**config.mk**
```make
export PLATFORM = sky130hd
export DESIGN_NAME = laser_ctrl_quick_trip
export DESIGN_NICKNAME = d
export VERILOG_FILES = /design/src/logic/laser_ctrl_pkg.sv /design/src/logic/pin_sync.sv /design/src/logic/laser_ctrl_quick_trip.sv
export VERILOG_INCLUDE_DIRS = /design/src /design/src/logic
export SDC_FILE = /design/constraint.sdc
export NUM_CORES = 1
export LEC_CHECK = 0
export BUFFER_PORTS_ARGS = -buffer_cell sky130_fd_sc_hd__buf_2
export CAP_MARGIN = 25
export CORE_AREA = 2 2 129 131
export DETAILED_ROUTE_END_ITERATION = 8
export DIE_AREA = 0 0 131 133
export MAX_ROUTING_LAYER = met4
export PLACE_DENSITY_LB_ADDON = 0.2
export SETUP_SLACK_MARGIN = 0.1
export SLEW_MARGIN = 20
export SYNTH_ARGS = -nofsm -noshare
export SYNTH_HDL_FRONTEND = slang
export SYNTH_SLANG_ARGS = --single-unit
```
**constraint.sdc**
```tcl
create_clock -name sys_clk -period 3.1 [get_ports sys_clk]
set_clock_uncertainty 0.1 [all_clocks]
set_input_delay 0.465 -clock sys_clk [delete_from_list [all_inputs] [get_ports sys_clk]]
set_output_delay 0.465 -clock sys_clk [all_outputs]
set_load 0.01 [all_outputs]
```
**src/logic/laser_ctrl_regs.svh**
```systemverilog
`ifndef LASER_CTRL_REGS_SVH
`define LASER_CTRL_REGS_SVH

// Clock period in ns
`define SYS_CLK_NS       20
// Output-enable delay after power-on, ms
`define INIT_MS          20
`define INIT_CYC         ((`INIT_MS * 1000000) / `SYS_CLK_NS)
// Comparator slot time in ns (1.6 us)
`define SLOT_NS          1600
`define SLOT_CYC         (`SLOT_NS / `SYS_CLK_NS)
// Disable deadline in ns
`define OFF_NS           5000
`define OFF_CYC          (`OFF_NS / `SYS_CLK_NS)
// Nonvolatile write time, ms
`define NVW_MS           20
`define NVW_CYC          ((`NVW_MS * 1000000) / `SYS_CLK_NS)
// Slots per sequence and slot numbers of the checks
`define SLOTS            8
`define SLOT_POWER       3'h5
`define SLOT_BIAS        3'h6
`define SLOT_LOSS        3'h7
// Search length limit in bias samples
`define SEARCH_MAX       10
// Steps before overshoot expected
`define STEP_LIMIT       4
// Bias and modulation code widths and top bit
`define DAC_W            10
`define DAC_TOP          9
`endif

```
**src/logic/laser_ctrl_pkg.sv**
```systemverilog
package laser_ctrl_pkg;
    // Start-up sequence of the bias path
    typedef enum logic [2:0] {
        ST_WAIT_INIT,
        ST_STEP,
        ST_SEARCH,
        ST_TRACK,
        ST_OFF
    } bias_state_t;
    // What the shared comparator looks at in a slot
    typedef enum logic [1:0] {
        CMP_APC,
        CMP_POWER,
        CMP_BIAS,
        CMP_LOSS
    } cmp_sel_t;
endpackage

```
**src/logic/pin_sync.sv**
```systemverilog
// Three-flop input synchroniser; output changes when stages 2 and 3 agree
module pin_sync (
    input  wire logic sys_clk,
    input  wire logic rst_n,
    input  wire logic clkEn,
    input  wire logic pinIn,
    output logic      pinOut
);
    logic [2:0] stage_r;  // Shift chain
    logic [2:0] stage_nxt;
    logic       out_r;    // Filtered level
    logic       out_nxt;

    // Next values of the chain and filtered level
    always_comb begin
        stage_nxt = {stage_r[1:0], pinIn};
        out_nxt   = out_r;
        if (stage_r[2] == stage_r[1]) begin
            out_nxt = stage_r[2];
        end
    end

    // Register the chain, frozen when the enable is low
    always_ff @(posedge sys_clk) begin
        if (!rst_n) begin
            stage_r <= 3'h0;
            out_r   <= 1'h0;
        end else if (clkEn) begin
            stage_r <= stage_nxt;
            out_r   <= out_nxt;
        end
    end

    assign pinOut = out_r;
endmodule

```
**src/logic/laser_ctrl_quick_trip.sv**
```systemverilog
`include "laser_ctrl_regs.svh"
// Bias start-up search, shared quick-trip comparator and output gating
module laser_ctrl_quick_trip #(
    parameter int INIT_CYCLES = `INIT_CYC,  // Power-on enable delay
    parameter int NVW_CYCLES  = `NVW_CYC    // Nonvolatile write time
) (
    input  wire logic              sys_clk,
    input  wire logic              rst_n,
    input  wire logic              clkEn,
    input  wire logic              tempDone,         // Temperature conversion done
    input  wire logic              modFetched,       // Modulation value fetched
    input  wire logic              supplyOk,         // Supply above low alarm
    input  wire logic [`DAC_TOP:0] modTableValue,    // Modulation table value
    input  wire logic [`DAC_TOP:0] initialBiasStep,  // Programmed first step
    input  wire logic              txDisablePin,     // Transmit disable pin
    input  wire logic              powerFeedbackHigh,// Feedback above set point
    input  wire logic              powerAboveHigh,   // Feedback above high limit
    input  wire logic              powerBelowLow,    // Feedback below low limit
    input  wire logic              monOneAboveBias,  // First monitor above bias limit
    input  wire logic              diffBelowLow,     // Diff monitor below low level
    input  wire logic              diffAboveHigh,    // Diff monitor above high level
    input  wire logic              txFaultPinIn,     // Fault pin level seen
    input  wire logic              busStop,          // Serial stop seen
    input  wire logic              writePending,     // Write data buffered
    output logic [`DAC_TOP:0]      biasOutput,       // Bias code
    output logic [`DAC_TOP:0]      modulationOutput, // Modulation code
    output logic                   txOffOutput,      // Transmit off output
    output logic                   rxLossOutput,     // Receive loss output
    output logic                   txFaultPinOut,    // Fault pin drive value
    output logic                   txFaultPinOe,     // Fault pin drives low
    output logic                   nvWriteBusy,      // Nonvolatile write running
    output logic                   alarmsUnmasked,   // Search done
    output logic [1:0]             cmpSelect         // Comparator input select
);
    // Synchronised pins
    logic txdSync;  // Disable pin level
    logic txfSync;  // External fault level

    // Transmit disable from outside
    pin_sync uTxd (
        .sys_clk (sys_clk),
        .rst_n   (rst_n),
        .clkEn   (clkEn),
        .pinIn   (txDisablePin),
        .pinOut  (txdSync)
    );
    // Fault pin read back
    pin_sync uTxf (
        .sys_clk (sys_clk),
        .rst_n   (rst_n),
        .clkEn   (clkEn),
        .pinIn   (txFaultPinIn),
        .pinOut  (txfSync)
    );

    // Slot timing state
    logic [6:0]  slotCnt_r, slotCnt_nxt;   // Cycles inside a slot
    logic [2:0]  slotIdx_r, slotIdx_nxt;   // Slot within the sequence of 8
    logic        slotEnd;                  // Last cycle of a slot

    // Bias path state
    laser_ctrl_pkg::bias_state_t state_r, state_nxt;
    logic [23:0] initCnt_r, initCnt_nxt;   // Power-on delay counter
    logic [`DAC_TOP:0] bias_r, bias_nxt;    // Bias code
    logic [`DAC_TOP:0] mod_r, mod_nxt;      // Modulation code
    logic [`DAC_TOP:0] step_r, step_nxt;    // Present search step
    logic [3:0]  samples_r, samples_nxt;   // Bias samples in search
    logic        initDone_r, initDone_nxt; // Power-on delay elapsed and preconditions met
    logic        txOff_r, txOff_nxt;       // Transmit off level
    logic        unmask_r, unmask_nxt;     // Alarms live
    logic        txdSeen_r, txdSeen_nxt;   // Disable seen high while off

    // Quick-trip results
    logic        loss_r, loss_nxt;         // Receive loss level
    logic        pwrFault_r, pwrFault_nxt; // Power trip
    logic        biasFault_r, biasFault_nxt; // High bias trip
    logic        lastHigh_r, lastHigh_nxt; // Last loop compare was high
    logic [1:0]  sel_r, sel_nxt;           // Comparator select
    logic        oe_r, oe_nxt;             // Fault pin pull-down enable

    // Nonvolatile write timer
    logic [23:0] nvCnt_r, nvCnt_nxt;
    logic        nvBusy_r, nvBusy_nxt;
    logic        fault;                    // Any fault

    // Map a slot number to what the comparator looks at
    function automatic logic [1:0] slotKind(input logic [2:0] idx);
        if (idx == `SLOT_POWER) slotKind = 2'(laser_ctrl_pkg::CMP_POWER);
        else if (idx == `SLOT_BIAS) slotKind = 2'(laser_ctrl_pkg::CMP_BIAS);
        else if (idx == `SLOT_LOSS) slotKind = 2'(laser_ctrl_pkg::CMP_LOSS);
        else slotKind = 2'(laser_ctrl_pkg::CMP_APC);
    endfunction

    assign slotEnd = (slotCnt_r == 7'(`SLOT_CYC - 1));
    assign fault   = pwrFault_r | biasFault_r | txfSync;

    // Slot sequencer: 1.6 us slots, eight to a round
    always_comb begin
        slotCnt_nxt = slotEnd ? 7'h00 : slotCnt_r + 7'h01;
        slotIdx_nxt = slotEnd ? slotIdx_r + 3'h1 : slotIdx_r;
        sel_nxt     = slotKind(slotIdx_nxt);
    end

    // Bias start-up, search and tracking
    always_comb begin
        state_nxt    = state_r;
        initCnt_nxt  = initCnt_r;
        initDone_nxt = initDone_r;
        bias_nxt     = bias_r;
        mod_nxt      = mod_r;
        step_nxt     = step_r;
        samples_nxt  = samples_r;
        unmask_nxt   = unmask_r;
        txOff_nxt    = txOff_r;
        txdSeen_nxt  = txdSeen_r;
        unique case (state_r)
            laser_ctrl_pkg::ST_WAIT_INIT: begin
                // Delay then preconditions before enable
                if (initCnt_r != 24'h0) begin
                    initCnt_nxt = initCnt_r - 24'h1;
                end else if (tempDone && modFetched && supplyOk) begin
                    initDone_nxt = 1'b1;
                    mod_nxt      = modTableValue;
                    bias_nxt     = initialBiasStep;
                    state_nxt    = laser_ctrl_pkg::ST_STEP;
                    txOff_nxt    = 1'b0;
                end
            end
            laser_ctrl_pkg::ST_STEP: begin
                // Raise bias by the step until feedback passes set point
                if (slotEnd && sel_r == 2'(laser_ctrl_pkg::CMP_APC)) begin
                    if (powerFeedbackHigh) begin
                        step_nxt    = initialBiasStep >> 1;
                        bias_nxt    = bias_r - (initialBiasStep >> 1);
                        samples_nxt = 4'h1;
                        state_nxt   = laser_ctrl_pkg::ST_SEARCH;
                    end else begin
                        bias_nxt = bias_r + initialBiasStep;
                    end
                end
            end
            laser_ctrl_pkg::ST_SEARCH: begin
                // Halve the step each bias sample; stop at limit
                if (slotEnd && sel_r == 2'(laser_ctrl_pkg::CMP_APC)) begin
                    samples_nxt = samples_r + 4'h1;
                    step_nxt    = step_r >> 1;
                    bias_nxt    = powerFeedbackHigh ? bias_r - (step_r >> 1)
                                                    : bias_r + (step_r >> 1);
                    if (step_r <= `DAC_W'h1 || samples_r == 4'(`SEARCH_MAX - 1)) begin
                        state_nxt  = laser_ctrl_pkg::ST_TRACK;
                        unmask_nxt = 1'b1;
                    end
                end
            end
            laser_ctrl_pkg::ST_TRACK: begin
                // Single-step tracking on loop slots
                if (slotEnd && sel_r == 2'(laser_ctrl_pkg::CMP_APC)) begin
                    bias_nxt = powerFeedbackHigh ? bias_r - `DAC_W'h1
                                                 : bias_r + `DAC_W'h1;
                end
            end
            laser_ctrl_pkg::ST_OFF: begin
                // Disabled; restart only after the disable pin toggles
                if (txdSync) begin
                    txdSeen_nxt = 1'b1;
                end else if (txdSeen_r) begin
                    txdSeen_nxt = 1'b0;
                    mod_nxt   = modTableValue;
                    bias_nxt  = initialBiasStep;
                    txOff_nxt = 1'b0;
                    state_nxt = laser_ctrl_pkg::ST_STEP;
                end
            end
        endcase
        // Disable, or a fault while alarms are live, shuts both outputs next cycle
        if (initDone_r && (txdSync || (fault && unmask_r))) begin
            bias_nxt   = `DAC_W'h0;
            mod_nxt    = `DAC_W'h0;
            txOff_nxt  = 1'b1;
            unmask_nxt = 1'b0;
            state_nxt  = laser_ctrl_pkg::ST_OFF;
        end
    end

    // Quick-trip checks in their own slots
    always_comb begin
        loss_nxt      = loss_r;
        pwrFault_nxt  = pwrFault_r;
        biasFault_nxt = biasFault_r;
        lastHigh_nxt  = lastHigh_r;
        oe_nxt        = txOff_r & ~fault;
        if (slotEnd) begin
            unique case (sel_r)
                2'(laser_ctrl_pkg::CMP_APC): lastHigh_nxt = powerFeedbackHigh;
                2'(laser_ctrl_pkg::CMP_POWER): begin
                    // High or low check chosen by last loop compare
                    pwrFault_nxt = unmask_r &&
                        (lastHigh_r ? powerAboveHigh : powerBelowLow);
                end
                2'(laser_ctrl_pkg::CMP_BIAS):
                    biasFault_nxt = unmask_r && monOneAboveBias;
                2'(laser_ctrl_pkg::CMP_LOSS): begin
                    // Hysteresis: hold between thresholds
                    if (diffBelowLow) begin
                        loss_nxt = 1'b1;
                    end else if (diffAboveHigh) begin
                        loss_nxt = 1'b0;
                    end
                end
            endcase
        end
        // Trips drop once alarms are masked again
        if (!unmask_r) begin
            pwrFault_nxt  = 1'b0;
            biasFault_nxt = 1'b0;
        end
    end

    // Nonvolatile write timing: starts on stop after data
    always_comb begin
        nvCnt_nxt  = nvCnt_r;
        nvBusy_nxt = nvBusy_r;
        if (nvBusy_r) begin
            nvCnt_nxt  = nvCnt_r - 24'h1;
            nvBusy_nxt = (nvCnt_r != 24'h1);
        end else if (busStop && writePending) begin
            nvCnt_nxt  = 24'(NVW_CYCLES);
            nvBusy_nxt = 1'b1;
        end
    end

    // Register all state
    always_ff @(posedge sys_clk) begin
        if (!rst_n) begin
            slotCnt_r   <= 7'h00;
            slotIdx_r   <= 3'h0;
            sel_r       <= 2'h0;
            state_r     <= laser_ctrl_pkg::ST_WAIT_INIT;
            initCnt_r   <= 24'(INIT_CYCLES);
            initDone_r  <= 1'b0;
            bias_r      <= `DAC_W'h0;
            mod_r       <= `DAC_W'h0;
            step_r      <= `DAC_W'h0;
            samples_r   <= 4'h0;
            unmask_r    <= 1'b0;
            txOff_r     <= 1'b1;
            txdSeen_r   <= 1'b0;
            oe_r        <= 1'b0;
            loss_r      <= 1'b0;
            pwrFault_r  <= 1'b0;
            biasFault_r <= 1'b0;
            lastHigh_r  <= 1'b0;
            nvCnt_r     <= 24'h0;
            nvBusy_r    <= 1'b0;
        end else if (clkEn) begin
            slotCnt_r   <= slotCnt_nxt;
            slotIdx_r   <= slotIdx_nxt;
            sel_r       <= sel_nxt;
            state_r     <= state_nxt;
            initCnt_r   <= initCnt_nxt;
            initDone_r  <= initDone_nxt;
            bias_r      <= bias_nxt;
            mod_r       <= mod_nxt;
            step_r      <= step_nxt;
            samples_r   <= samples_nxt;
            unmask_r    <= unmask_nxt;
            txOff_r     <= txOff_nxt;
            txdSeen_r   <= txdSeen_nxt;
            oe_r        <= oe_nxt;
            loss_r      <= loss_nxt;
            pwrFault_r  <= pwrFault_nxt;
            biasFault_r <= biasFault_nxt;
            lastHigh_r  <= lastHigh_nxt;
            nvCnt_r     <= nvCnt_nxt;
            nvBusy_r    <= nvBusy_nxt;
        end
    end

    // Outputs straight from flops, fault pin drive value tied low; fault pin pulls low while idle-fault free
    assign biasOutput       = bias_r;
    assign modulationOutput = mod_r;
    assign txOffOutput      = txOff_r;
    assign rxLossOutput     = loss_r;
    assign txFaultPinOut    = 1'b0;
    assign txFaultPinOe     = oe_r;
    assign nvWriteBusy      = nvBusy_r;
    assign alarmsUnmasked   = unmask_r;
    assign cmpSelect        = sel_r;

    // Loss output rises after a low sample in the loss slot
    AST_LOSS_RISE: assert property (@(posedge sys_clk) disable iff (!rst_n)
        clkEn && slotEnd && sel_r == 2'(laser_ctrl_pkg::CMP_LOSS) && diffBelowLow
        |=> rxLossOutput) else $error("loss output not raised");
    // Loss output falls after a high sample
    AST_LOSS_FALL: assert property (@(posedge sys_clk) disable iff (!rst_n)
        clkEn && slotEnd && sel_r == 2'(laser_ctrl_pkg::CMP_LOSS) && !diffBelowLow
        && diffAboveHigh |=> !rxLossOutput) else $error("loss output not cleared");
    // Loss output only changes at loss slot ends
    AST_LOSS_HOLD: assert property (@(posedge sys_clk) disable iff (!rst_n)
        !(slotEnd && sel_r == 2'(laser_ctrl_pkg::CMP_LOSS)) |=> $stable(rxLossOutput))
        else $error("loss output moved outside its slot");
    // Disable pin turns outputs off well inside the deadline
    AST_TXD_OFF: assert property (@(posedge sys_clk) disable iff (!rst_n)
        clkEn && txdSync && initDone_r |=> bias_r == `DAC_W'h0 && mod_r == `DAC_W'h0)
        else $error("outputs not disabled");
    // Slot index steps once per slot
    AST_SLOT_STEP: assert property (@(posedge sys_clk) disable iff (!rst_n)
        clkEn && slotEnd |=> slotIdx_r == $past(slotIdx_r) + 3'h1)
        else $error("slot index did not advance");
    // Loop slots are five of eight
    AST_SLOT_MAP: assert property (@(posedge sys_clk) disable iff (!rst_n)
        slotIdx_r < `SLOT_POWER |-> sel_r == 2'(laser_ctrl_pkg::CMP_APC))
        else $error("loop slot mapped wrongly");
    // Alarms stay masked before tracking
    AST_MASK: assert property (@(posedge sys_clk) disable iff (!rst_n)
        state_r == laser_ctrl_pkg::ST_STEP || state_r == laser_ctrl_pkg::ST_SEARCH
        |-> !unmask_r) else $error("alarms live during search");
    // Search never exceeds ten samples
    AST_SEARCH_LEN: assert property (@(posedge sys_clk) disable iff (!rst_n)
        state_r == laser_ctrl_pkg::ST_SEARCH |-> samples_r <= 4'(`SEARCH_MAX))
        else $error("search too long");
    // Outputs off until the power-on preconditions have held
    AST_INIT: assert property (@(posedge sys_clk) disable iff (!rst_n)
        !initDone_r |-> txOff_r && bias_r == `DAC_W'h0) else $error("early enable");
    // Write starts only on stop
    AST_NVW: assert property (@(posedge sys_clk) disable iff (!rst_n)
        $rose(nvBusy_r) |-> $past(busStop)) else $error("write without stop");
endmodule

```
Word level (Yosys, flattened, before mapping)
Index checks and enable logic that the tools add are counted.
- add/subtract/negate cells: 11
- magnitude comparators: 1
- eq/ne operators: 30
- multiplexer cells: 65
- bitwise logic cells: 5
- reduce and logical (&&, ||, !) cells: 36
- operators with widths (kind ; number):
    $mux W10 ; 19
    $pmux W10 S5 ; 1
    $mux W24 ; 2
    $sub A24 B1 Y24 const B ; 2
    $pmux W10 S2 ; 2
    $mux W3 ; 10
    $ne A3 B3 Y1 const B ; 9
    $ne A24 B1 Y1 const B ; 1
    $reduce_bool A24 Y1 ; 1
    $mux W1 ; 21
    $sub A10 B9 Y10 ; 2
    $eq A3 B3 Y1 const B ; 4
    $mux W4 ; 3
    $pmux W3 S4 ; 1
    $reduce_and A3 Y1 ; 4
    $reduce_and A4 Y1 ; 3
    $reduce_bool A2 Y1 ; 6
    $add A10 B1 Y10 const B ; 1
    $add A10 B10 Y10 ; 1
    $add A10 B9 Y10 ; 1
    $le A10 B1 Y1 const B ; 1
    $reduce_and A10 Y1 ; 1
    $sub A10 B1 Y10 const B ; 1
    $logic_and A1 B1 Y1 ; 8
    other kinds (28) ; 43
- bits in registers: 115
- output and inout bits: 28

Longest topological paths before layout
Gate-level depths: netlist (run 1).
- depth in word-level cells: 7
- depth in mapped cells: 14
- depth with buffers taken out: 14

Modules after synthesis
Synthesis (run 1) repeated with hierarchy kept, for this count alone.
- cells, all modules: 804
- area, all modules: 6366.1 µm²
- modules (own cells, without submodules) (module ; times used ; cells each ; area each (µm²) ; sequential area each (µm²)):
    laser_ctrl_quick_trip ; 1 ; 770 ; 6020.8 ; 2102.0
    pin_sync ; 2 ; 17 ; 172.7 ; 80.1

Worst setup path after synthesis (run 1)
No wires, ideal clock.
- path kind: in2reg
- start point: in powerFeedbackHigh
- end point: reg bias_r[6] (netlist: biasOutput[6])
- setup time: 0.120 ns
- data arrival time: 2.950 ns
- data required time: 2.880 ns
- setup slack: -0.069 ns
- stages: 13
- buffers on the path: 3
- path through: clkbuf_1 > clkbuf_1 > clkbuf_1 > nand2_1 > o211ai_1 > o21ai_0 > ha_1 > nor2b_1 > o31a_1 > o21a_1 > or3_1 > a31oi_1 > o31ai_2
- longest elaborated chain between the ends: 4
- elaborated cells on any way between the ends: 8
- RTL lines (element ; line ; RTL):
    start, declared ; laser_ctrl_quick_trip.sv:16 ; input wire logic powerFeedbackHigh,
    $mux W10, on equally long branches ; laser_ctrl_quick_trip.sv:158, laser_ctrl_quick_trip.sv:132, laser_ctrl_quick_trip.sv:147 ;
    $mux W10, on equally long branches ; laser_ctrl_quick_trip.sv:157, laser_ctrl_quick_trip.sv:131, laser_ctrl_quick_trip.sv:144 ;
    $pmux W10 S5 * ; laser_ctrl_quick_trip.sv:116 ; unique case (state_r)
    $mux W10 * ; laser_ctrl_quick_trip.sv:176 ; if (initDone_r && (txdSync || (fault && unmask_r))) begin
    end signal, assigned ; laser_ctrl_quick_trip.sv:241 ; bias_r <= `DAC_W'h0;
    end signal, assigned ; laser_ctrl_quick_trip.sv:262 ; bias_r <= bias_nxt;
    end, declared ; laser_ctrl_quick_trip.sv:64 ; logic [`DAC_TOP:0] bias_r, bias_nxt;
Mark *: on every way between the ends. The rest lies on a longest branch, timed or not. The select of a mux whose other input is x is not followed.
A chain may end at the register's enable or synchronous reset.

Final worst setup path (run 1)
- start point: reg step_r[2]
- end point: reg bias_r[9] (netlist: biasOutput[9])
- longest elaborated chain between the ends: 5
- elaborated cells on any way between the ends: 6
- RTL lines (element ; line ; RTL):
    start, declared ; laser_ctrl_quick_trip.sv:66 ; logic [`DAC_TOP:0] step_r, step_nxt;
    start signal, assigned ; laser_ctrl_quick_trip.sv:243 ; step_r <= `DAC_W'h0;
    start signal, assigned ; laser_ctrl_quick_trip.sv:264 ; step_r <= step_nxt;
    $add A10 B9 Y10 / $sub A10 B9 Y10 (equally long branches) ; laser_ctrl_quick_trip.sv:148, laser_ctrl_quick_trip.sv:147 ;
    $mux W10 * ; laser_ctrl_quick_trip.sv:147 ; bias_nxt = powerFeedbackHigh ? bias_r - (step_r >> 1)
    $mux W10 * ; laser_ctrl_quick_trip.sv:144 ; if (slotEnd && sel_r == 2'(laser_ctrl_pkg::CMP_APC)) begin
    $pmux W10 S5 * ; laser_ctrl_quick_trip.sv:116 ;
    $mux W10 * ; laser_ctrl_quick_trip.sv:176 ;
Marks and branches as above.

==> results.md, run 1 <==
* Core Area at 0.0162 mm²
* WP data required at 3.33 ns
* Most frequent cells in the layout: dfxtp_1, nor2_1, nand2_1
* Final Max Slew Viols at 0
* Diode count at 0
* Worst R2R Start: step_r[2]$_SDFFE_PN0P_
* Crit. End Element: register
* Netlist cell types at 72
* Routed via count at 5603
* Final hold violations at 0
* Setup Buffers After CTS at 0
* Hold EP: uTxf.stage_r[0]$_SDFFE_PN0P_
* Leak Pwr at 2.93 nW
* Worst skew pair latency at 0.41 ns
* Net count after synthesis at 835
* Predominant post-synthesis flop cell: dfxtp_1
* Residual DRC at 0
* Post-Syn Area at 0.00629 mm²
* Crit path DAT at 3.05 ns
* Total clock sinks at 113
* Fillers at 1606
* Non-filler cells, final at 1083
* Startpoint class of the critical path: register
* Final wirelength at 15100 µm
* Critical path peak fanout at 6
* Status: completed
* Vias in the first global route at 5008
* Placed Area at 0.00691 mm²
* Worst slew margin at 42.5%
* Die span in x at 131 µm
* Area growth, synth to finish at 19.7%
* Worst slack at placement at 0.0235 ns
* Worst r2r path cells at 13
* Reg-to-reg endpoint: biasOutput[9]$_SDFFE_PN0P_
* Initial core utilization at 38.9%
* Setup violations, final at 0
* Number of synthesized register bits at 113
* Commonest non-fill, non-tap cell in the layout: dfxtp_1
* Initial antenna violation count at 0
* GRT Overall Usage at 18.0%
* DP Cell Count at 1053
* Multi-input logic area at 0.00376 mm²
* Hold wc startpoint: txFaultPinIn
* WHS Path Cells at 3
* Gpl congestion at 0.838
* Port bufs at 62
* Via density per instance at 5.17
* WS Path Type: register to register
* Ports at 64
* First-pass GRT wire length at 24500 µm
* Clock tree root driver cell: clkbuf_16
* Register area at 0.00227 mm²
* Pre-Repair DR Iteration Count at 5
* Post-DRT Antenna Nets at 0
* Period utilization at 91.0%
* Max_cap viols at 0
* H-tree depth at 4
* Fin nets at 907
* DR iter-0 viols at 285
* Syn Area/Cell at 8.06 µm²
* CTS tree: yes
* Grt total ovfl at 0
* Post-synth EDFFs at 0
* Fmax at 0.355 GHz
* Final worst slack at 0.279 ns
* Seq/Total Area, Yosys at 36.0%
* Synth Instances at 780
* Die H at 133 µm
* Power, Total at 3.94 mW
* Slew of the pin with the lowest slew margin at 0.859 ns
* Final Cell Area at 0.00753 mm²
* R2r setup slk at 0.28 ns
* Clk slew on worst S/H paths at 0.06 ns
* Rows at 47
* Post-DP HPWL at 10700 µm
* CTS buffer count at 17
* Hold WC Path Type: input pin to register
* Setup TNS at 0 ns
* Layout cell share with drive strength beyond 1 at 17.6%
* Synth warnings at 0
* Unrepaired setup endpoints after global routing: yes
* Minimum clock period at 2.82 ns
* WL/cell at 13.9 µm
* Max clock buf depth at 2
* Power Density at 523 mW/mm²
* Asr flop ratio synth at 0%
* VDD IR max at 0.000380 V
* Full die area at 0.0174 mm²
* Largest net degree at the start of global routing at 68
==> stage by stage <==
stage          util [%]  hold WS [ns]
6_report           46.5         0.196
3_5_place_dp       42.8         0.341
5_1_grt            46.5         0.191
2_1_floorplan         -         0.344
4_1_cts            46.4         0.177
3_3_place_gp       42.8         0.340
==> timing repair <==
| item | 4_1_cts | 5_1_grt |
|---|---|---|
| endpoints found under the setup margin | 0 | 5 |
| hold buffers | 0 | 0 |
| resized for setup | 0 | 11 |
==> worst max-delay path, cell delays in order (launching register included) <==
cell,delay [ns]
dfxtp_2,0.35
nor4_1,0.29
buf_4,0.18
nand2b_1,0.08
a21oi_1,0.14
o21ai_0,0.10
o21ai_0,0.23
ha_1,0.30
and4_1,0.22
a21oi_1,0.13
a21boi_0,0.19
a21oi_1,0.11
xor2_1,0.15
o221ai_1,0.17
==> logic make-up after synthesis <==
family | synth area share [%]
AOI/OAI and AO/OA | 16.0
xor gates and xnor gates | 8.36
adders and majority gates | 3.90
buffers and inverters | 4.56
DFF | 36.0
muxes | 2.25
other | 0.0596
and+or+nand+nor | 28.9
==> layer usage <==
metal | GRT usage, % | vias up | wire length [µm]
li1 | - | 2905 | -
met1 | 25.2 | 2591 | 7820
met2 | 26.4 | 101 | 6650
met3 | 3.88 | 6 | 506
met4 | 4.43 | 0 | 76
met5 | - | - | 0
==> cells in the mapped netlist (5+ instances only) <==
cell type / instances / share of area (%)
mux2i_1: 13 / 2.1
nor3b_1: 11 / 1.3
nor3_1: 19 / 1.5
nand2b_1: 9 / 0.90
or4_4: 5 / 0.90
nand2_1: 89 / 5.3
nand3b_1: 8 / 0.96
o21ai_0: 40 / 3.2
a21oi_1: 51 / 4.1
nor2_1: 108 / 6.4
a31oi_1: 5 / 0.50
ha_1: 18 / 3.6
nor4_1: 15 / 1.5
nand4_1: 13 / 1.3
clkbuf_1: 26 / 1.6
xnor2_1: 28 / 3.9
nor2b_1: 6 / 0.60
a211oi_1: 5 / 0.60
dfxtp_1: 113 / 36
or3_1: 9 / 0.90
xor2_1: 32 / 4.5
a311oi_1: 8 / 1.1
inv_1: 19 / 1.1
and2_1: 5 / 0.50
nand3_1: 32 / 2.5
o211ai_1: 11 / 1.3
==> where the power goes <==
group | leakage, nW | switching, mW | internal [mW]
Clock | 0.269 | 0.658 | 1.26
Sequential | 0.917 | 0.0522 | 1.51
Combinational | 1.74 | 0.257 | 0.204
==> worst max-delay path by stage <==
stage / start / endpoint / slack (ns) / cells past startpoint
after global placement: initialBiasStep[2] / biasOutput[9]$_SDFFE_PN0P_ / 0.07 / 14
after detailed placement: initialBiasStep[2] / biasOutput[9]$_SDFFE_PN0P_ / 0.02 / 14
final: step_r[2]$_SDFFE_PN0P_ / biasOutput[9]$_SDFFE_PN0P_ / 0.28 / 13
after CTS: step_r[2]$_SDFFE_PN0P_ / biasOutput[6]$_SDFFE_PN0P_ / 0.14 / 13
after floorplan: powerFeedbackHigh / biasOutput[6]$_SDFFE_PN0P_ / 0.10 / 13
after global routing: step_r[1]$_SDFFE_PN0P_ / biasOutput[9]$_SDFFE_PN0P_ / 0.06 / 13
==> final cells by class <==
cell class                 count  area share (%)
multi-input combinational    608            50.0
sequential                   113            30.1
timing repair buffer          91            7.18
clock buffer                  22            6.43
tap                          220            3.66
clock inverter                 8            1.40
inverter                      21            1.23
==> registers in the layout (all words and copies together) (netlist names), 4 cells and up <==
register          cells
initCnt_r            24
step_r                8
biasOutput           10
slotCnt_r             7
nvCnt_r              24
samples_r             4
modulationOutput     10
(Power assumes the default switching activity.)
==> run 2, diff against run 1 <==
CELL_PAD_IN_SITES_DETAIL_PLACEMENT = 0   (was unset)
CELL_PAD_IN_SITES_GLOBAL_PLACEMENT = 1   (was unset)
CTS_CLUSTER_SIZE = 28   (was unset)
TNS_END_PERCENT = 1   (was unset)
==> run 2 against run 1 <==
Against the previous run:
- maximum frequency down 0.67%
- via count up 2.5%
- hold slack worse by 0.0039 ns
- combinational power about the same
- first-iteration DRC count up 18%
- critical path type unchanged
==> results.md, run 2 (same netlist as run 1, synthesis figures left out) <==
* Critical path launch point: step_r[2]$_SDFFE_PN0P_ (unchanged)
* Full die area at 0.0174 mm² (unchanged)
* Worst slew margin at 35.5% (was 42.5%)
* Clk slew on worst S/H paths at 0.05 ns (was 0.06 ns)
* Met3 Usage GRT at 4.37% (was 3.88%)
* Via density per instance at 5.30 (was 5.17)
* Reg-to-reg endpoint: biasOutput[8]$_SDFFE_PN0P_ (was biasOutput[9]$_SDFFE_PN0P_)
* Clock tree root driver cell: clkbuf_16 (unchanged)
* Slew of the pin with the lowest slew margin at 0.964 ns (was 0.859 ns)
* Post-DP HPWL at 11400 µm (was 10700 µm)
* Final hold violations at 0 (unchanged)
* Routed via count at 5745 (was 5603)
* R2r setup slk at 0.26 ns (was 0.28 ns)
* Startpoint class of the critical path: register (unchanged)
* Power Density at 553 mW/mm² (was 523 mW/mm²)
* Fmax at 0.352 GHz (was 0.355 GHz)
* H-tree depth at 4 (unchanged)
* Rows at 47 (unchanged)
* Hold wc startpoint: txDisablePin (was txFaultPinIn)
* Initial antenna violation count at 0 (unchanged)
* Ports at 64 (unchanged)
* Commonest non-fill, non-tap cell in the layout: dfxtp_1 (unchanged)
* Sequential share of power at 37.2% (was 39.6%)
* GRT Overall Usage at 19.7% (was 18.0%)
* Power, Total at 4.19 mW (was 3.94 mW)
* Logic gate share of total power at 11.1% (was 11.7%)
* Die H at 133 µm (unchanged)
* DR iter-0 viols at 335 (was 285)
* VDD IR max at 0.000465 V (was 0.000380 V)
* Met1 global-route usage at 25.5% (was 25.2%)
* Setup TNS at 0 ns (unchanged)
* Most frequent cells in the layout: dfxtp_1, nor2_1, nand2_1 (unchanged)
* Global-route met2 utilization at 30.5% (was 26.4%)
* Grt total ovfl at 0 (unchanged)
* Fillers at 1608 (was 1606)
* Largest regs: initCnt_r: 24 flops, nvCnt_r: 24 flops (unchanged)
* Unrepaired setup endpoints after global routing: yes (unchanged)
* CTS tree: yes (unchanged)
* Hold EP: uTxd.stage_r[0]$_SDFFE_PN0P_ (was uTxf.stage_r[0]$_SDFFE_PN0P_)
* Setup Buffers After CTS at 0 (unchanged)
* Switch Pwr at 0.999 mW (was 0.967 mW)
* Worst R2R Start: step_r[2]$_SDFFE_PN0P_ (unchanged)
* Worst r2r path cells at 12 (was 13)
* Max_cap viols at 0 (unchanged)
* Highest-delay cell along the critical path: fa_1 (was dfxtp_2)
* WS Path Type: register to register (unchanged)
* Gpl congestion at 0.873 (was 0.838)
* Initial core utilization at 38.9% (unchanged)
* Leak Pwr at 2.98 nW (was 2.93 nW)
* Crit path DAT at 3.08 ns (was 3.05 ns)
* Residual DRC at 0 (unchanged)
* Crit. End Element: register (unchanged)
* Cts hold-fix bufs at 0 (unchanged)
* Status: completed (unchanged)
* First-pass GRT wire length at 26600 µm (was 24500 µm)
* WP data required at 3.34 ns (was 3.33 ns)
* Hold WC Path Type: input pin to register (unchanged)
* Layout cell share with drive strength beyond 1 at 17.6% (about the same)
* GR peak layer: met2 (unchanged)
* Area growth, synth to finish at 20.5% (was 19.7%)
* Vias in the first global route at 5460 (was 5008)
* CP Cell Sequence: inv_1 > ha_2 > or3_1 > a21oi_1 > a21oi_1 > fa_1 > nor2b_1 > o31a_1 > o211a_1 > o21ai_0 > nor3b_1 > o21ai_0 (was nor4_1 > buf_4 > nand2b_1 > a21oi_1 > o21ai_0 > o21ai_0 > ha_1 > and4_1 > a21oi_1 > a21boi_0 > a21oi_1 > xor2_1 > o221ai_1)
* Non-filler cells, final at 1084 (was 1083)
* Port bufs at 62 (unchanged)
* Largest net degree at the start of global routing at 68 (unchanged)
* Total clock sinks at 113 (unchanged)
* Setup violations, final at 0 (unchanged)
* Sw Share at 23.9% (was 24.6%)
* Clk pwr share at 51.7% (was 48.6%)
* Min Hold Slack at 0.192 ns (was 0.196 ns)
* Final Max Slew Viols at 0 (unchanged)
* WHS Path Cells at 3 (unchanged)
* WL/cell at 14.6 µm (was 13.9 µm)
* Diode count at 0 (unchanged)
* Period utilization at 91.6% (was 91.0%)
* Max clock buf depth at 2 (unchanged)
* Max incr delay on CP at 0.45 ns (was 0.35 ns)
* CTS buffer count at 17 (unchanged)
* Critical path peak fanout at 6 (unchanged)
* Core Area at 0.0162 mm² (unchanged)
* Die span in x at 131 µm (unchanged)
* DP Cell Count at 1053 (unchanged)
* Minimum clock period at 2.84 ns (was 2.82 ns)
* Post-DRT Antenna Nets at 0 (unchanged)
* Final wirelength at 15900 µm (was 15100 µm)
* Pre-Repair DR Iteration Count at 5 (unchanged)
* Fin nets at 907 (unchanged)
* Worst skew pair latency at 0.42 ns (was 0.41 ns)
* Cell Int Power at 3.19 mW (was 2.97 mW)
-- run 2: cell types whose count changed in the layout (fill, tap and decap cells not counted), moves of 2 or more --
| cell | delta |
|---|---|
| bufinv_16 | +3 |
| dfxtp_2 | -3 |
| clkinv_2 | +3 |
| dfxtp_4 | +2 |
| clkinvlp_4 | -5 |
-- run 2: power groups by stage --
stage / sequential (mW) / combinational (mW) / clock (mW)
after global placement: 1.58 / 0.452 / 0
after floorplan: 1.58 / 0.338 / 0
final: 1.56 / 0.463 / 2.17
after CTS: 1.56 / 0.464 / 2.21
after global routing: 1.56 / 0.521 / 2.28
after detailed placement: 1.59 / 0.461 / 0
-- run 2: per-stage QoR --
| step | util (%) | setup WS [ns] | instance area [µm²] |
|---|---|---|---|
| after detailed placement | 42.7 | 0.0165 | 6900 |
| after global routing | 46.8 | 0.0947 | 7570 |
| after CTS | 46.7 | 0.153 | 7560 |
| final | 46.8 | 0.260 | 7570 |
| after global placement | 42.7 | 0.0715 | 6900 |
| after floorplan | - | 0.102 | 6290 |
-- run 2: layer usage --
layer	routed length [µm]	up-vias
li1	-	2909
met5	0	-
met3	457	21
met2	7380	91
met4	256	0
met1	7770	2724
-- run 2: area by class of cell --
type,instances,area (µm²),share of cell area [%]
Multi-Input combinational cell,608,3760,49.6
Sequential cell,113,2270,30.0
Timing Repair Buffer,91,528,6.97
Clock buffer,21,470,6.21
Tap cell,220,275,3.63
Clock inverter,10,181,2.40
Inverter,21,92.6,1.22
-- run 2: how the worst max path moves through the flow --
stage	to	cells past startpoint
detailed placement	biasOutput[9]$_SDFFE_PN0P_	14
floorplan	biasOutput[6]$_SDFFE_PN0P_	13
global route	biasOutput[9]$_SDFFE_PN0P_	13
finish	biasOutput[8]$_SDFFE_PN0P_	12
CTS	biasOutput[6]$_SDFFE_PN0P_	13
global placement	biasOutput[9]$_SDFFE_PN0P_	14
-- run 2: worst max-delay path, delay by kind of cell, from the launching register on --
kind,cells,cell delay (ns)
compound gates,6,0.88
buf+inv,1,0.07
flops,1,0.36
fa+ha+maj,2,0.71
simple gates,3,0.65
-- run 2: timing repair --
| action | CTS | global route |
|---|---|---|
| resized for setup | 3 | 8 |
| setup endpoints to repair | 3 | 5 |
| pin swaps | 0 | 1 |
==> run 3, diff against run 2 <==
CORE_AREA = 2 2 130 132   (was 2 2 129 131)
DIE_AREA = 0 0 132 134   (was 0 0 131 133)
REMOVE_ABC_BUFFERS = 1   (was unset)
SYNTH_HIERARCHICAL = 1   (was unset)
==> run 3 against run 2 <==
Against the previous run:
- setup slack got worse by 0.13 ns
- area after synthesis grew 1.3%
- core utilization rose by 0.99 points
- via count up 4.1%
- first-iteration DRC count decreased by 7.2%
- largest cell class unchanged
- largest power group unchanged
- highest routed layer unchanged
==> results.md, run 3 <==
* Final worst slack at 0.127 ns (was 0.260 ns)
* Pre-Repair DR Iteration Count at 4 (was 5)
* Residual DRC at 0 (unchanged)
* Initial antenna violation count at 0 (unchanged)
* Port bufs at 62 (unchanged)
* Largest net degree at the start of global routing at 47 (was 68)
* Layout cell share with drive strength beyond 1 at 19.1% (was 17.6%)
* Most common cell in the netlist: dfxtp_1 (unchanged)
* WS Path Type: register to register (unchanged)
* Period utilization at 95.9% (was 91.6%)
* Leak Pwr at 3.04 nW (was 2.98 nW)
* Final hold violations at 0 (unchanged)
* Post-DP HPWL at 12100 µm (was 11400 µm)
* Via density per instance at 5.34 (was 5.30)
* Diode count at 0 (unchanged)
* Asr flop ratio synth at 0% (unchanged)
* Die H at 134 µm (was 133 µm)
* Predominant post-synthesis flop cell: dfxtp_1 (unchanged)
* GRT Overall Usage at 20.1% (was 19.7%)
* Power, Total at 3.99 mW (was 4.19 mW)
* Netlist cell types at 70 (was 72)
* Worst slack at placement at -0.173 ns (was 0.0165 ns)
* Most frequent cells in the layout: dfxtp_1, nor2_1, nand2_1 (unchanged)
* Top-area cell type share of the netlist area at 35.5% (was 36.0%)
* Clock tree root driver cell: clkbuf_16 (unchanged)
* Post-DRT Antenna Nets at 0 (unchanged)
* Minimum clock period at 2.97 ns (was 2.84 ns)
* Commonest cells in the netlist: dfxtp_1, nor2_1, nand2_1 (unchanged)
* Die span in x at 132 µm (was 131 µm)
* Power Density at 512 mW/mm² (was 553 mW/mm²)
* Slew of the pin with the lowest slew margin at 0.934 ns (was 0.964 ns)
* Max_cap viols at 0 (unchanged)
* Final Max Slew Viols at 0 (unchanged)
* WL/cell at 14.9 µm (was 14.6 µm)
* Gpl congestion at 0.856 (was 0.873)
* CTS buffer count at 17 (unchanged)
* Unrepaired setup endpoints after global routing: yes (unchanged)
* Seq/Total Area, Yosys at 35.5% (was 36.0%)
* Fin nets at 943 (was 907)
* VDD IR max at 0.000389 V (was 0.000465 V)
* Full die area at 0.0177 mm² (was 0.0174 mm²)
* Fmax at 0.336 GHz (was 0.352 GHz)
* Hold WC Path Type: input pin to register (unchanged)
* Crit. End Element: register (unchanged)
* Worst r2r path cells at 7 (was 12)
* Largest regs: initCnt_r: 24 flops, nvCnt_r: 24 flops (unchanged)
* Worst skew pair latency at 0.42 ns (about the same)
* Largest cells by area after synthesis: dfxtp_1, nor2_1, xnor2_1, nand2_1, a21oi_1 (was dfxtp_1, nor2_1, nand2_1, xor2_1, a21oi_1)
* Area growth, synth to finish at 22.4% (was 20.5%)
* Final wirelength at 16700 µm (was 15900 µm)
* Initial core utilization at 39.1% (was 38.9%)
* Startpoint class of the critical path: register (unchanged)
* Max layer used: met4 (unchanged)
* Commonest non-fill, non-tap cell in the layout: dfxtp_1 (unchanged)
* Syn Area/Cell at 7.92 µm² (was 8.06 µm²)
* DR iter-0 viols at 311 (was 335)
* WHS Path Cells at 3 (unchanged)
* Synth Instances at 804 (was 780)
* Min Hold Slack at 0.198 ns (was 0.192 ns)
* CTS tree: yes (unchanged)
* WL met2 at 8350 µm (was 7380 µm)
* Worst slew margin at 37.5% (was 35.5%)
* Synth warnings at 6 (was 0)
* Yosys top cell by area: dfxtp_1 (unchanged)
* Post-Syn Area at 0.00637 mm² (was 0.00629 mm²)
* Routed met1 length at 7470 µm (was 7770 µm)
* Cts hold-fix bufs at 0 (unchanged)
* Routed via count at 5978 (was 5745)
* Post-synth EDFFs at 0 (unchanged)
* Critical path peak fanout at 5 (was 6)
* Total clock sinks at 113 (unchanged)
* Ports at 64 (unchanged)
* Status: completed (unchanged)
* Vias in the first global route at 5864 (was 5460)
* Number of synthesized register bits at 113 (unchanged)
* Core Area at 0.0163 mm² (was 0.0162 mm²)
* WP data required at 3.33 ns (was 3.34 ns)
* Max clock buf depth at 2 (unchanged)
* Grt total ovfl at 0 (unchanged)
* Rows at 47 (unchanged)
* Clk slew on worst S/H paths at 0.06 ns (was 0.05 ns)
* First-pass GRT wire length at 28100 µm (was 26600 µm)
* Crit path DAT at 3.20 ns (was 3.08 ns)
* Setup violations, final at 0 (unchanged)
* H-tree depth at 4 (unchanged)
* Met3 WL at 563 µm (was 457 µm)
## run 3: cell types whose count changed after synthesis, moves of 6 or more
cell      change
or3_1        +10
o21ai_0      -13
xor2_1       -12
clkbuf_1     +10
nor3_1       +19
mux2i_1      +10
nor4_1        +6
nand2_1      -16
## run 3: report_power, final
part / internal, mW / switching (mW) / leakage [nW] / total [mW]
Combinational: 0.180 / 0.243 / 1.84 / 0.423
Clock: 1.27 / 0.749 / 0.286 / 2.02
Sequential: 1.50 / 0.0464 / 0.916 / 1.55
## run 3: cell families after synthesis
kind of cell	Yosys count	synth area share [%]
AOI/OAI and AO/OA	156	16.2
xor gates and xnor gates	53	7.29
adders and majority gates	20	4.05
buffers and inverters	74	4.68
DFF	113	35.5
muxes	25	3.97
other	1	0.0589
and+or+nand+nor	362	28.3
## run 3: critical path: stages (launching register included)
cell	delay [ns]
dfxtp_1	0.34
or4_4	0.57
or4_4	0.53
or3_4	0.44
a211oi_4	0.35
buf_4	0.18
mux2_1	0.32
o31ai_1	0.06
## run 3: layout make-up
type                    instances  area (µm²)
flip-flops and latches        113        2260
repair buffers                112         686
well taps                     220         275
fillers                      1620        8500
clock buffers                  17         425
clock inverters                15         183
multi-input cells             617        3860
inverters                      26        97.6
## run 3: final timing paths
path	startpoint	end	slack [ns]
worst max-delay path	initCnt_r[16]$_SDFFE_PN1P_	biasOutput[9]$_SDFFE_PN0P_	0.13
worst min-delay path	modTableValue[9]	modulationOutput[9]$_SDFFE_PN0P_	0.20
worst max register to register	initCnt_r[16]$_SDFFE_PN1P_	biasOutput[9]$_SDFFE_PN0P_	0.13
worst min register to register	rxLossOutput$_SDFFE_PN0P_	rxLossOutput$_SDFFE_PN0P_	0.35
## run 3: repair_timing
item / 4_1_cts / 5_1_grt
buffers inserted: 0 / 3
setup endpoints to repair: 0 / 14
endpoints found under the hold margin: 0 / 0
resized for setup: 0 / 14
## run 3: through the flow
stage / utilization (%) / TNS [ns] / area, µm² / instances
6_report: 47.8 / 0 / 7790 / 1120
5_1_grt: 47.8 / 0 / 7790 / 1120
4_1_cts: 47.3 / 0 / 7710 / 1117
3_5_place_dp: 43.6 / -0.549 / 7100 / 1085
3_3_place_gp: 43.6 / -0.283 / 7100 / 1085
2_1_floorplan: - / 0 / 6170 / 756
## run 3: routing by layer
| layer | up-vias | global-route usage (%) |
|---|---|---|
| met5 | - | - |
| met4 | 0 | 7.85 |
| met3 | 27 | 3.44 |
| met2 | 108 | 34.5 |
| met1 | 2825 | 23.6 |
| li1 | 3018 | - |
